===== config.mk =====
export PLATFORM = sky130hd
export DESIGN_NAME = crm_pfc_cycle_control
export DESIGN_NICKNAME = d
export VERILOG_FILES = /design/src/rtl/crm_pkg.sv /design/src/rtl/crm_pfc_cycle_control.sv /design/src/rtl/crm_sync.sv /design/src/rtl/crm_timer.sv
export SDC_FILE = /design/constraint.sdc
export NUM_CORES = 1
export LEC_CHECK = 0
export ABC_AREA = 1
export BUFFER_PORTS_ARGS = -buffer_cell sky130_fd_sc_hd__buf_4
export CAP_MARGIN = 20
export CORE_MARGIN = 4
export CORE_UTILIZATION = 52
export DETAILED_ROUTE_END_ITERATION = 6
export PLACE_DENSITY = 0.74
export RECOVER_POWER = 100
export SLEW_MARGIN = 30
export SYNTH_ARGS = -nofsm -noshare
export SYNTH_HDL_FRONTEND = slang
export SYNTH_SLANG_ARGS = --single-unit

===== constraint.sdc =====
create_clock -name ref_clk -period 1.69 [get_ports ref_clk]
set_input_delay 0.0845 -clock ref_clk [delete_from_list [all_inputs] [get_ports ref_clk]]
set_output_delay 0.0845 -clock ref_clk [all_outputs]
set_load 0.1 [all_outputs]

===== src/rtl/crm_pkg.sv =====
// Contract
// - end the gate pulse when the ramp reaches its peak level
// - discharge the ramp and hold it low once ramp plus offset hits control
// - start a cycle on zero crossing or watchdog expiry, whichever first
// - zero-crossing arms on a rising crossing, fires on a falling one
// - watchdog launches a pulse after 180 us without any pulse
// - clear the watchdog at every pulse start and during feedback undervoltage
// - control below clamp plus offset gives no pulses at all
// - disable the controller while feedback is below the low undervoltage level
// - suppress pulses while overvoltage is flagged; resume when it clears
// - overcurrent ends the current pulse at once, every cycle
// - ignore overcurrent during the blanking window at pulse start
// - enable only after supply ready and feedback above the high level
package crm_pkg;
    localparam int CLK_HZ = 10000000;
    localparam int WDOG_NS = 180000;
    localparam int BLANK_NS = 110;
    localparam int WDOG_CYC = (WDOG_NS / 1000) * (CLK_HZ / 1000000);
    localparam int BLANK_CYC_RAW = (BLANK_NS * (CLK_HZ / 1000000) + 999) / 1000;
    localparam int BLANK_CYC = (BLANK_CYC_RAW < 1) ? 1 : BLANK_CYC_RAW;
    localparam int CNT_W = 16;

    // comparator outputs as they arrive from the analog side
    typedef struct packed {
        logic supplyReady;
        logic fbAboveHigh;
        logic fbBelowLow;
        logic overVoltage;
        logic overCurrent;
        logic demagArm;
        logic demagTrig;
        logic rampPeak;
        logic rampAtControl;
        logic controlBelowMin;
    } crm_cmp_t;

    typedef enum logic [1:0] {
        ST_OFF = 2'b00,
        ST_WAIT = 2'b01,
        ST_ON = 2'b11
    } crm_state_t;

    localparam int IRQ_W = 4;
    localparam logic [1:0] ADDR_STAT = 2'h0;
    localparam logic [1:0] ADDR_MASK = 2'h1;
    localparam logic [1:0] ADDR_LIVE = 2'h2;
    localparam int EV_OCP = 0;
    localparam int EV_OVP = 1;
    localparam int EV_UVP = 2;
    localparam int EV_WDOG = 3;
endpackage


===== src/rtl/crm_pfc_cycle_control.sv =====
// Decided for this implementation: the address map and strobed register access.
`timescale 1ns/100ps
// cycle logic of a boundary conduction mode boost stage
module crm_pfc_cycle_control #(
    parameter int WDOG_CYCLES = crm_pkg::WDOG_CYC
) (
    input wire logic ref_clk,
    input wire logic rst,
    input crm_pkg::crm_cmp_t cmpIn,
    input wire logic [1:0] regAddr,
    input wire logic [crm_pkg::IRQ_W-1:0] regWdata,
    input wire logic regWr,
    input wire logic regRd,
    output logic [crm_pkg::IRQ_W-1:0] regRdata,
    output logic irq,
    output logic boost_gate_drive,
    output logic rampDischarge,
    output logic enabled
);
    crm_pkg::crm_cmp_t cmp;
    crm_pkg::crm_state_t state_ff;
    crm_pkg::crm_state_t nxt_state;
    logic enable_ff;
    logic zcdArmed_ff;
    logic rampHold_ff;
    logic blankDone;
    logic wdogDone;
    logic wdogClr;
    logic pulseStart;
    logic pulseEnd;
    logic ocpEnd;
    logic zcdFire;
    logic faultBlock;
    logic [crm_pkg::IRQ_W-1:0] stat_ff;
    logic [crm_pkg::IRQ_W-1:0] mask_ff;
    logic [crm_pkg::IRQ_W-1:0] events;
    logic [crm_pkg::IRQ_W-1:0] rdata_ff;

    // register decode shared by the write and read paths
    function automatic logic addr_is(input logic [1:0] addr, input logic [1:0] sel);
        return addr == sel;
    endfunction

    // every comparator comes from the analog domain
    crm_sync #(
        .W($bits(crm_pkg::crm_cmp_t))
    ) u_sync (
        .ref_clk(ref_clk),
        .rst(rst),
        .din(cmpIn),
        .dout(cmp)
    );

    // enable latches on supply ready plus feedback above the high level
    always_ff @(posedge ref_clk or posedge rst) begin
        if (rst) begin
            enable_ff <= 1'b0;
        end else if (!cmp.supplyReady || cmp.fbBelowLow) begin
            enable_ff <= 1'b0;
        end else if (cmp.fbAboveHigh) begin
            enable_ff <= 1'b1;
        end
    end

    assign faultBlock = !enable_ff || cmp.fbBelowLow || cmp.overVoltage || cmp.controlBelowMin;

    // zero-crossing arm/fire; pulse start disarms so each cycle needs a fresh arm
    always_ff @(posedge ref_clk or posedge rst) begin
        if (rst) begin
            zcdArmed_ff <= 1'b0;
        end else if (pulseStart) begin
            zcdArmed_ff <= 1'b0;
        end else if (state_ff != crm_pkg::ST_ON && cmp.demagArm) begin
            zcdArmed_ff <= 1'b1;
        end
    end

    assign zcdFire = zcdArmed_ff && !cmp.demagArm && cmp.demagTrig;

    // watchdog cleared on pulse start and under feedback undervoltage
    assign wdogClr = pulseStart || cmp.fbBelowLow;
    crm_timer #(
        .W(crm_pkg::CNT_W),
        .LIMIT(WDOG_CYCLES)
    ) u_wdog (
        .ref_clk(ref_clk),
        .rst(rst),
        .clr(wdogClr),
        .done(wdogDone)
    );

    // leading-edge blanking restarts with each pulse
    crm_timer #(
        .W(crm_pkg::CNT_W),
        .LIMIT(crm_pkg::BLANK_CYC)
    ) u_blank (
        .ref_clk(ref_clk),
        .rst(rst),
        .clr(pulseStart),
        .done(blankDone)
    );

    assign pulseStart = (state_ff == crm_pkg::ST_WAIT) && !faultBlock && (zcdFire || wdogDone);
    assign ocpEnd = cmp.overCurrent && blankDone;
    // control match ends the on-time; peak ramp is the hard cap if control sits above it
    assign pulseEnd = cmp.rampPeak || cmp.rampAtControl || ocpEnd || faultBlock;

    // pulse state machine
    always_comb begin
        nxt_state = state_ff;
        case (state_ff)
            crm_pkg::ST_OFF: begin
                if (enable_ff) begin
                    nxt_state = crm_pkg::ST_WAIT;
                end
            end
            crm_pkg::ST_WAIT: begin
                if (!enable_ff) begin
                    nxt_state = crm_pkg::ST_OFF;
                end else if (pulseStart) begin
                    nxt_state = crm_pkg::ST_ON;
                end
            end
            crm_pkg::ST_ON: begin
                if (!enable_ff) begin
                    nxt_state = crm_pkg::ST_OFF;
                end else if (pulseEnd && blankDone) begin
                    nxt_state = crm_pkg::ST_WAIT;
                end else if (cmp.rampPeak || faultBlock) begin
                    nxt_state = crm_pkg::ST_WAIT;
                end
            end
            default: begin
                nxt_state = crm_pkg::ST_OFF;
            end
        endcase
    end

    always_ff @(posedge ref_clk or posedge rst) begin
        if (rst) begin
            state_ff <= crm_pkg::ST_OFF;
        end else begin
            state_ff <= nxt_state;
        end
    end

    // gate output from a flop to keep glitches off the driver
    always_ff @(posedge ref_clk or posedge rst) begin
        if (rst) begin
            boost_gate_drive <= 1'b0;
        end else begin
            boost_gate_drive <= (nxt_state == crm_pkg::ST_ON);
        end
    end

    // ramp held low from control match until the next pulse begins
    always_ff @(posedge ref_clk or posedge rst) begin
        if (rst) begin
            rampHold_ff <= 1'b1;
        end else if (pulseStart) begin
            rampHold_ff <= 1'b0;
        end else if (cmp.rampAtControl || state_ff != crm_pkg::ST_ON) begin
            rampHold_ff <= 1'b1;
        end
    end

    assign rampDischarge = rampHold_ff;
    assign enabled = enable_ff;

    // sticky events; set wins over a write-one clear in the same cycle
    assign events = {pulseStart && !zcdFire, cmp.fbBelowLow && enable_ff,
                     cmp.overVoltage, ocpEnd && state_ff == crm_pkg::ST_ON};
    always_ff @(posedge ref_clk or posedge rst) begin
        if (rst) begin
            stat_ff <= '0;
        end else begin
            stat_ff <= (stat_ff & ~((regWr && addr_is(regAddr, crm_pkg::ADDR_STAT)) ? regWdata : '0)) | events;
        end
    end

    always_ff @(posedge ref_clk or posedge rst) begin
        if (rst) begin
            mask_ff <= '0;
        end else if (regWr && addr_is(regAddr, crm_pkg::ADDR_MASK)) begin
            mask_ff <= regWdata;
        end
    end

    // read data valid the cycle after the strobe only; unmapped reads zero
    always_ff @(posedge ref_clk or posedge rst) begin
        if (rst) begin
            rdata_ff <= '0;
        end else if (!regRd) begin
            rdata_ff <= '0;
        end else if (addr_is(regAddr, crm_pkg::ADDR_STAT)) begin
            rdata_ff <= stat_ff;
        end else if (addr_is(regAddr, crm_pkg::ADDR_MASK)) begin
            rdata_ff <= mask_ff;
        end else if (addr_is(regAddr, crm_pkg::ADDR_LIVE)) begin
            rdata_ff <= {boost_gate_drive, zcdArmed_ff, rampHold_ff, enable_ff};
        end else begin
            rdata_ff <= '0;
        end
    end

    assign regRdata = rdata_ff;
    assign irq = |(stat_ff & mask_ff);
endmodule


===== src/rtl/crm_sync.sv =====
`timescale 1ns/100ps
// two-flop synchroniser for a bundle of level inputs
module crm_sync #(
    parameter int W = 1
) (
    input wire logic ref_clk,
    input wire logic rst,
    input wire logic [W-1:0] din,
    output logic [W-1:0] dout
);
    logic [W-1:0] meta_ff;

    // first stage feeds only the second stage
    always_ff @(posedge ref_clk or posedge rst) begin
        if (rst) begin
            meta_ff <= '0;
            dout <= '0;
        end else begin
            meta_ff <= din;
            dout <= meta_ff;
        end
    end
endmodule


===== src/rtl/crm_timer.sv =====
`timescale 1ns/100ps
// saturating up counter with clear; done is high once the limit is reached
module crm_timer #(
    parameter int W = 16,
    parameter int LIMIT = 1
) (
    input wire logic ref_clk,
    input wire logic rst,
    input wire logic clr,
    output logic done
);
    logic [W-1:0] count_ff;

    always_ff @(posedge ref_clk or posedge rst) begin
        if (rst) begin
            count_ff <= '0;
        end else if (clr) begin
            count_ff <= '0;
        end else if (!done) begin
            count_ff <= count_ff + 1'b1;
        end
    end

    assign done = (count_ff >= W'(LIMIT));
endmodule


# Yosys cells after proc, flatten, opt, wreduce, memory -nomap -nowiden
# Index checks and enable logic that the tools add are counted.
[op_classes]
n_addsub = 2
n_mul = 0
div = 0
magnitude_cmp = 2
n_eq_ne = 8
n_shift = 0
mux = 22
n_bitwise = 4
reduce_logical = 34
[op_table]
columns = ["cell", "n"]
rows = [
  ["$mux 16", 4],
  ["$add 16x1->16 const B", 2],
  ["$mux 4", 5],
  ["$ge 16x11->1 const B", 1],
  ["$ge 16x2->1 const B", 1],
  ["$logic_and 1x1->1", 12],
  ["$mux 2", 6],
  ["$logic_or 1x1->1", 11],
  ["$and 4x4->4", 2],
  ["$eq 2x2->1 const B", 3],
  ["$mux 1", 6],
  ["$pmux 2 s3", 1],
  ["$reduce_bool 2->1", 3],
  ["$logic_not 1->1", 5],
  ["$eq 2x1->1 const B", 2],
  ["$logic_not 2->1", 2],
  ["$ne 2x1->1 const B", 2],
  ["$not 4->4", 1],
  ["$or 4x4->4", 1],
  ["$reduce_or 4->1", 1],
  ["$ne 2x2->1 const B", 1],
]
[totals]
reg_bits = 70
latchBits = 0
ramBits = 0
mem_bits_ro = 0
output_inout_bits = 8
wordCells = 84
mem_count = 0

# Depth between registers and ports, before layout
# Gate-level depths: netlist (run 1).
[logic_depth]
depth_word = 11
depth_mapped = 9

# Modules after synthesis
# From an unflattened synthesis (run 1), not the netlist that was laid out.
[unflattened]
hier_cells = 326
area_unflattened_um2 = 3041.7
[modules_own_cells]
columns = ["mod", "instances", "cells_per_inst", "area_each_um2"]
rows = [
  ["crm_timer at u_wdog", 1, 120, 932.1],
  ["crm_pfc_cycle_control", 1, 110, 878.3],
  ["crm_timer at u_blank", 1, 75, 726.9],
  ["crm_sync", 1, 21, 504.2],
]

# Least setup slack after synthesis (run 1)
# Ideal clock, no wire load.
[synth_path]
path_kind = "register to register"
start = "reg enable_ff (netlist: enabled)"
end = "reg u_wdog.count_ff[13]"
setup_time_ps = 116
t_arrival_ps = 1745
required_ps = 1574
slack_ps = -171
path_stages_with_launch = 7
period_less_slack_ps = 1861
path_cell_list = "dfrtp_1 -> nand3_1 -> nor3_2 -> nand2_4 -> nand2_4 -> buf_12 -> nor2_2"
[synth_between]
elab_chain_cells = 9
[synth_rtl]
columns = ["element", "line", "source"]
rows = [
  ["start, declared", "crm_pfc_cycle_control.sv:23", "logic enable_ff;"],
  ["start signal, assigned", "crm_pfc_cycle_control.sv:57", "enable_ff <= 1'b0;"],
  ["start signal, assigned", "crm_pfc_cycle_control.sv:59", "enable_ff <= 1'b0;"],
  ["start signal, assigned", "crm_pfc_cycle_control.sv:61", "enable_ff <= 1'b1;"],
  ["$logic_not 1->1 (*)", "--", ""],
  ["$logic_or 1x1->1 (*) (3 in series)", "crm_pfc_cycle_control.sv:65", "assign faultBlock = !enable_ff || cmp.fbBelowLow || cmp.overVoltage || cmp.controlBelowMin;"],
  ["$logic_not 1->1 (*)", "crm_pfc_cycle_control.sv:103", "assign pulseStart = (state_ff == crm_pkg::ST_WAIT) && !faultBlock && (zcdFire || wdogDone);"],
  ["$logic_and 1x1->1 (*) (2 in series)", "crm_pfc_cycle_control.sv:103", ""],
  ["$logic_or 1x1->1 (*)", "crm_pfc_cycle_control.sv:81", "assign wdogClr = pulseStart || cmp.fbBelowLow;"],
  ["$ne 2x1->1 (no line) / $mux 16 (equally long branches)", "--", ""],
  ["end signal, assigned", "crm_timer.sv:20", "count_ff <= count_ff + 1'b1;"],
  ["end, declared", "crm_timer.sv:12", "logic [W-1:0] count_ff;"],
]
# Every way passes the cells marked *; elsewhere a longest branch is shown, timed or not.
# A chain may end at the register's enable or synchronous reset.

# Worst setup path in the final report (run 1)
[layout_path]
start = "reg u_sync.dout[7]"
end = "reg u_wdog.count_ff[6]"
[layout_between]
elab_chain_cells = 8
[layout_rtl]
columns = ["element", "line", "source"]
rows = [
  ["start, declared", "crm_sync.sv:9", "output logic [W-1:0] dout"],
  ["start signal, assigned", "crm_sync.sv:20", "dout <= meta_ff;"],
  ["$logic_or 1x1->1 (3 in series)", "crm_pfc_cycle_control.sv:65", ""],
  ["$logic_not 1->1", "crm_pfc_cycle_control.sv:103", ""],
  ["$logic_and 1x1->1 (2 in series)", "crm_pfc_cycle_control.sv:103", ""],
  ["$logic_or 1x1->1 (*)", "crm_pfc_cycle_control.sv:81", ""],
  ["$ne 2x1->1 (no line) / $mux 16 (equally long branches)", "--", ""],
]
# Marks and branches as above.

==> reports/metrics.cfg, run 1 <==
[clock_network]
clock_sinks = 70
cts_tree = done
cts_setup_buffers = 0
clk_pin_slew_worst_paths_ns = 0.07
cts-buffers-inserted = 9
root_buffer = clkbuf_8
htree_levels = 3
clk_latency_ns = 0.34
max-clock-path-buffers = 2
cts_resized = 0

[place]
place.gp.congestion = 0.8093
dp.cells = 410
port_buffers = 27
post-dp-hpwl_um = 3597

[global_routing]
grt_pass1_wl_um = 9487
grtUsageTotal_pct = 17.34
antenna_found_initial = 0
grt_overflow_total = 0
grt_pass1_vias = 2146
grt_max_degree = 36

[critical_path]
rrSetupSlack_ns = 0.21
rr_worst_depth = 6
cp-end-kind = register
critical_path_required_ns = 1.91
crit_path_start = u_sync.dout[7]
reg2reg_to = u_wdog.count_ff[6]
cp.arrival_ns = 1.69
cp-start-kind = register
crit_fanout = 16
r2r_start = u_sync.dout[7]
crit_type = register to register

[floorplanning]
boundaryPins = 28
core_area_sq_um = 5473
rows = 27
die_y_um = 83.05
dieArea_sq_um = 6897
die_x_um = 83.05
initial_utilization_pct = 53.52

[yosys]
synth-edff-count = 0
yosys_warnings = 0
yosysTopAreaCell = dfrtp_1
yosysMostFrequentCell = dfrtp_1
postSynthCellCount = 313
netlist_area_sq_um = 2929
synthTopCellsByCount = dfrtp_1 (69), nand2_1 (66), inv_1 (51), nor2_1 (39), nand3_1 (25)
yosys_register_bits = 70
yosysSeqAreaShare_pct = 59.85
synth_fp_nets = 337
synthTopCellsByArea = dfrtp_1 (59%), nand2_1 (8.5%), inv_1 (6.5%)
synth_top_area_share_pct = 58.95
synth_cell_type_count = 22
async_flop_share_pct = 100.0
ys.flop_type = dfrtp_1
syn_area_per_cell_sq_um = 9.358

[sta]
worst_slew_pin_slew_ns = 0.6475
slew_headroom_pct = 56.60
min_period_ns = 1.477
fin_crit_sh_pct = 87.42
setup_viol = 0
timing.fmax_mhz = 676.9
fin_skew_ns = 0.008506
whs_ns = 0.03219
slew_violations = 0
hold_viol = 0
rsz0062_at_grt = false
finalSetupTns_ns = 0

[hold_path]
whs_path_depth = 3
worstHoldPathType = input pin to register
min_from = regWdata[3]
holdPathEnd = mask_ff[3]

[pwr]
seqPwrFrac_pct = 48.2
switching_share_pct = 23.68
p_comb_share_pct = 8.8
leakagePower_nw = 1.784
p_int_w = 0.002816
ir_worst_vdd_mv = 0.5277
power_density_nw_per_um2 = 1057
net-switching-power_w = 0.0008741
pwr-share-clk_pct = 43.0

[detailed_routing]
drcViolationCount = 0
routedWlPerCell_um = 12.11
via_per_inst = 4.804
drtIter0Drc = 113
postRouteAntennaNets = 0
firstDrtPassIters = 4
vias = 2104
drt_wl_total_um = 5305

[status]
outcome = complete, no violations

[final_layout]
area_growth_pct = 19.22
antenna_cells = 0
drive_gt1_share_pct = 16.67
stdcell_count = 438
fin_nets = 385
fin_util_pct = 63.81

[run]
maxCapViolCount = 0

[power by group through the flow]
| stage | sequential [W] | clock [W] | combinational (W) |
|---|---|---|---|
| after floorplan | 0.00185 | 0 | 0.000173 |
| after global placement | 0.00181 | 0 | 0.000319 |
| after detailed placement | 0.00181 | 0 | 0.000325 |
| after CTS | 0.00178 | 0.00162 | 0.000347 |
| after global routing | 0.00179 | 0.00169 | 0.000360 |
| final | 0.00178 | 0.00159 | 0.000325 |
[registers in the layout (all words and copies together) (netlist names)]
signal / count
stat_ff: 4
rampDischarge: 1
u_sync.dout: 10
enabled: 1
regRdata: 4
state_ff: 2
zcdArmed_ff: 1
mask_ff: 4
u_blank.count_ff: 16
u_sync.meta_ff: 10
u_wdog.count_ff: 16
boost_gate_drive: 1
[cells by family after synthesis]
| family | Yosys count | share of synthesized area, % |
|---|---|---|
| simple gates | 166 | 26.57 |
| flops | 70 | 59.85 |
| buf+inv | 59 | 9.483 |
| compound gates | 14 | 2.392 |
| fa+ha+maj | 4 | 1.709 |
[worst max path at each step]
stage                           to  cells after the start
2_1_floorplan  u_wdog.count_ff[13]                      6
3_3_place_gp   u_wdog.count_ff[10]                      6
3_5_place_dp      boost_gate_drive                      9
4_1_cts           boost_gate_drive                      9
5_1_grt         u_wdog.count_ff[6]                      5
6_report        u_wdog.count_ff[6]                      6
[critical path, cell delays in order (launching register included)]
cell	delay, ns
dfrtp_1	0.38
inv_1	0.13
nand3_1	0.11
nor3_1	0.29
nand2_4	0.14
nand2_4	0.22
nor2_1	0.09
[cells in the final DEF (no fill, tap or decap), drive strengths merged]
cell,Yosys,final
clkbuf,0,32
clkinv,0,2
o21ai,12,12
buf,6,9
inv,53,52
a21oi,2,2
nand2,69,69
nor2,51,51
ha,4,4
bufinv,0,3
dlygate4sd3,0,12
nand3b,2,2
nor3,4,4
dfstp,1,1
nand4,12,12
clkinvlp,0,2
nand3,28,28
dfrtp,69,69
[per-layer routing]
| metal | GRT usage, % | share of wire, % |
|---|---|---|
| met5 | 0 | 0 |
| met1 | 22.31 | 47 |
| met4 | 11.89 | 2.9 |
| met2 | 25.87 | 46 |
| met3 | 4.167 | 3.4 |
[cell type report]
type,count,area (sq um)
multi-input combinational,184,880.8
clock inverter,6,111.4
tap,72,90.09
fill,462,1981
timing repair buffer,43,326.6
clock buffer,10,127.6
inverter,53,202.7
sequential,70,1753
[what timing repair did]
item | 4_1_cts | 5_1_grt
hold buffers | 12 | 0
endpoints found under the setup margin | 0 | 0
endpoints found under the hold margin | 27 | 0
[through the flow]
stage | setup WS [ns] | power [W] | instance area, sq um
6_report | 0.2127 | 0.003690 | 3492
5_1_grt | 0.07082 | 0.003838 | 3492
4_1_cts | 0.2427 | 0.003747 | 3552
3_5_place_dp | 0.2765 | 0.002136 | 3193
3_3_place_gp | 0.3322 | 0.002129 | 3193
2_1_floorplan | 0.1395 | 0.002026 | 2934
Power figures use the tool's default switching activity.
==> run 2: changes to the inputs <==
Settings changed: CORE_UTILIZATION 52 to 55, PLACE_DENSITY 0.74 to 0.75.
Clock period 1.69 ns to 1.9 ns, I/O delays scaled along.
==> reports/metrics.cfg, run 2 (synthesized netlist as in run 1, its figures left out) <==
[final_layout]
regArea_sq_um = 1753
layout_common_cells = dfrtp_1 (69), nand2_1 (66), inv_1 (52)
drive_gt1_share_pct = 15.07
antenna_cells = 0
fin_nets = 384
final_common_cell = dfrtp_1
reg_top3 = u_blank.count_ff: 16 flops, u_wdog.count_ff: 16 flops
finish.instance_area_sq_um = 3445
area_growth_pct = 17.60
multi_input_area_sq_um = 870.8
fin_util_pct = 67.02
fillers = 424

[clock_network]
clock_sinks = 70
hold_buffers = 12
max-clock-path-buffers = 2
clk_pin_slew_worst_paths_ns = 0.07
cts_resized = 0
cts_setup_buffers = 0
cts-buffers-inserted = 9
htree_levels = 3
cts_tree = done
root_buffer = clkbuf_8
clk_latency_ns = 0.35

[floorplanning]
initial_utilization_pct = 56.99
rows = 26
core_area_sq_um = 5140
boundaryPins = 28
dieArea_sq_um = 6557
die_x_um = 80.98
die_y_um = 80.98

[pwr]
seqPwrFrac_pct = 51.5
pwr-share-clk_pct = 39.0
switching_share_pct = 25.73
leakagePower_nw = 1.758
ir_worst_vdd_mv = 0.8123
p_comb_share_pct = 9.4
power_density_nw_per_um2 = 890.8
p_int_w = 0.002279
net-switching-power_w = 0.0007896
p_total_w = 0.003069

[sta]
slew_headroom_pct = 47.71
fin_crit_sh_pct = 82.15
slew_violations = 0
min_period_ns = 1.561
rsz0062_at_grt = false
fin_skew_ns = 0.01128
setup_viol = 0
hold_viol = 0
timing.fmax_mhz = 640.7
finalSetupTns_ns = 0
worst_slew_pin_slew_ns = 0.7835

[global_routing]
antenna_found_initial = 0
grt_max_degree = 51
grt_pass1_wl_um = 9059
grt_pass1_vias = 1970
grt_overflow_total = 0
grtUsageTotal_pct = 18.79

[hold_path]
min_from = regWdata[0]
whs_path_depth = 3
holdPathEnd = mask_ff[0]
worstHoldPathType = input pin to register

[detailed_routing]
drt_wl_total_um = 5150
drtIter0Drc = 127
routedWlPerCell_um = 11.84
via_per_inst = 4.782
drcViolationCount = 0
postRouteAntennaNets = 0
vias = 2080
firstDrtPassIters = 4

[critical_path]
rr_worst_depth = 8
reg2reg_to = stat_ff[3]
cp.arrival_ns = 1.80
crit_type = register to register
r2r_start = u_wdog.count_ff[14]
rrSetupSlack_ns = 0.34
crit_fanout = 17
cp-end-kind = register
cp-start-kind = register
critical_path_required_ns = 2.13

[place]
place.gp.congestion = 0.8931
port_buffers = 27
post-dp-hpwl_um = 3501
place_area_sq_um = 3178

[run]
maxCapViolCount = 0

[status]
outcome = complete, no violations

[run 2: cell count changes in the layout (fill, tap and decap cells not counted), moves of 2 or more]
cell       change
nand3_2        -2
bufinv_16      -2
nor2_2         -2
nand3_1        +2
inv_1          +2
nor2_1         +2
[run 2: how the worst max path moves through the flow]
stage,slack [ns],cells after the start,endpoint,from
after floorplan,0.04,1,boost_gate_drive,rst
after global placement,0.43,9,boost_gate_drive,u_blank.count_ff[0]
after detailed placement,0.39,7,u_wdog.count_ff[10],u_wdog.count_ff[14]
after CTS,0.36,9,boost_gate_drive,u_blank.count_ff[0]
after global routing,0.09,8,stat_ff[3],u_wdog.count_ff[14]
final,0.34,8,stat_ff[3],u_wdog.count_ff[14]
[run 2: power by group through the flow]
stage | logic (W) | registers (W) | clock network [W]
after detailed placement | 0.000284 | 0.00161 | 0
after CTS | 0.000305 | 0.00158 | 0.00122
final | 0.000289 | 0.00158 | 0.00120
after floorplan | 0.000154 | 0.00165 | 0
after global routing | 0.000320 | 0.00159 | 0.00129
after global placement | 0.000280 | 0.00161 | 0
[run 2: layer usage]
layer  wire (um)  track usage, %  part of all wire (%)  up-vias
li1            -               -                     -     1057
met4         134           10.30                   2.6        0
met5           0               0                     0        -
met1        2356           25.30                    46      962
met3         261           4.324                   5.1       13
met2        2397           28.24                    47       48
[run 2: critical path, stage by stage, from the launching register on]
cell and delay [ns]:
dfrtp_1 0.37, inv_1 0.11, nand3_1 0.10, nor2_2 0.29, nand3_1 0.18, nand2_4 0.13
inv_2 0.13, nand2_1 0.09, nand2_1 0.05
[run 2: final cells by class]
cell class / instances / share of cell area, %
Sequential cell: 70 / 50.89
Multi-Input combinational cell: 184 / 25.28
Timing Repair Buffer: 42 / 9.699
Inverter: 53 / 5.776
Clock buffer: 11 / 4.105
Tap cell: 70 / 2.543
Clock inverter: 5 / 1.707
[run 2: through the flow]
stage | worst slack, ns | instances | hold slack (ns)
floorplan | 0.03844 | 313 | 0.1264
CTS | 0.3585 | 435 | 0.02977
finish | 0.3392 | 435 | 0.04264
global route | 0.09086 | 435 | 0.05045
detailed placement | 0.3854 | 407 | 0.1256
global placement | 0.4296 | 407 | 0.1208
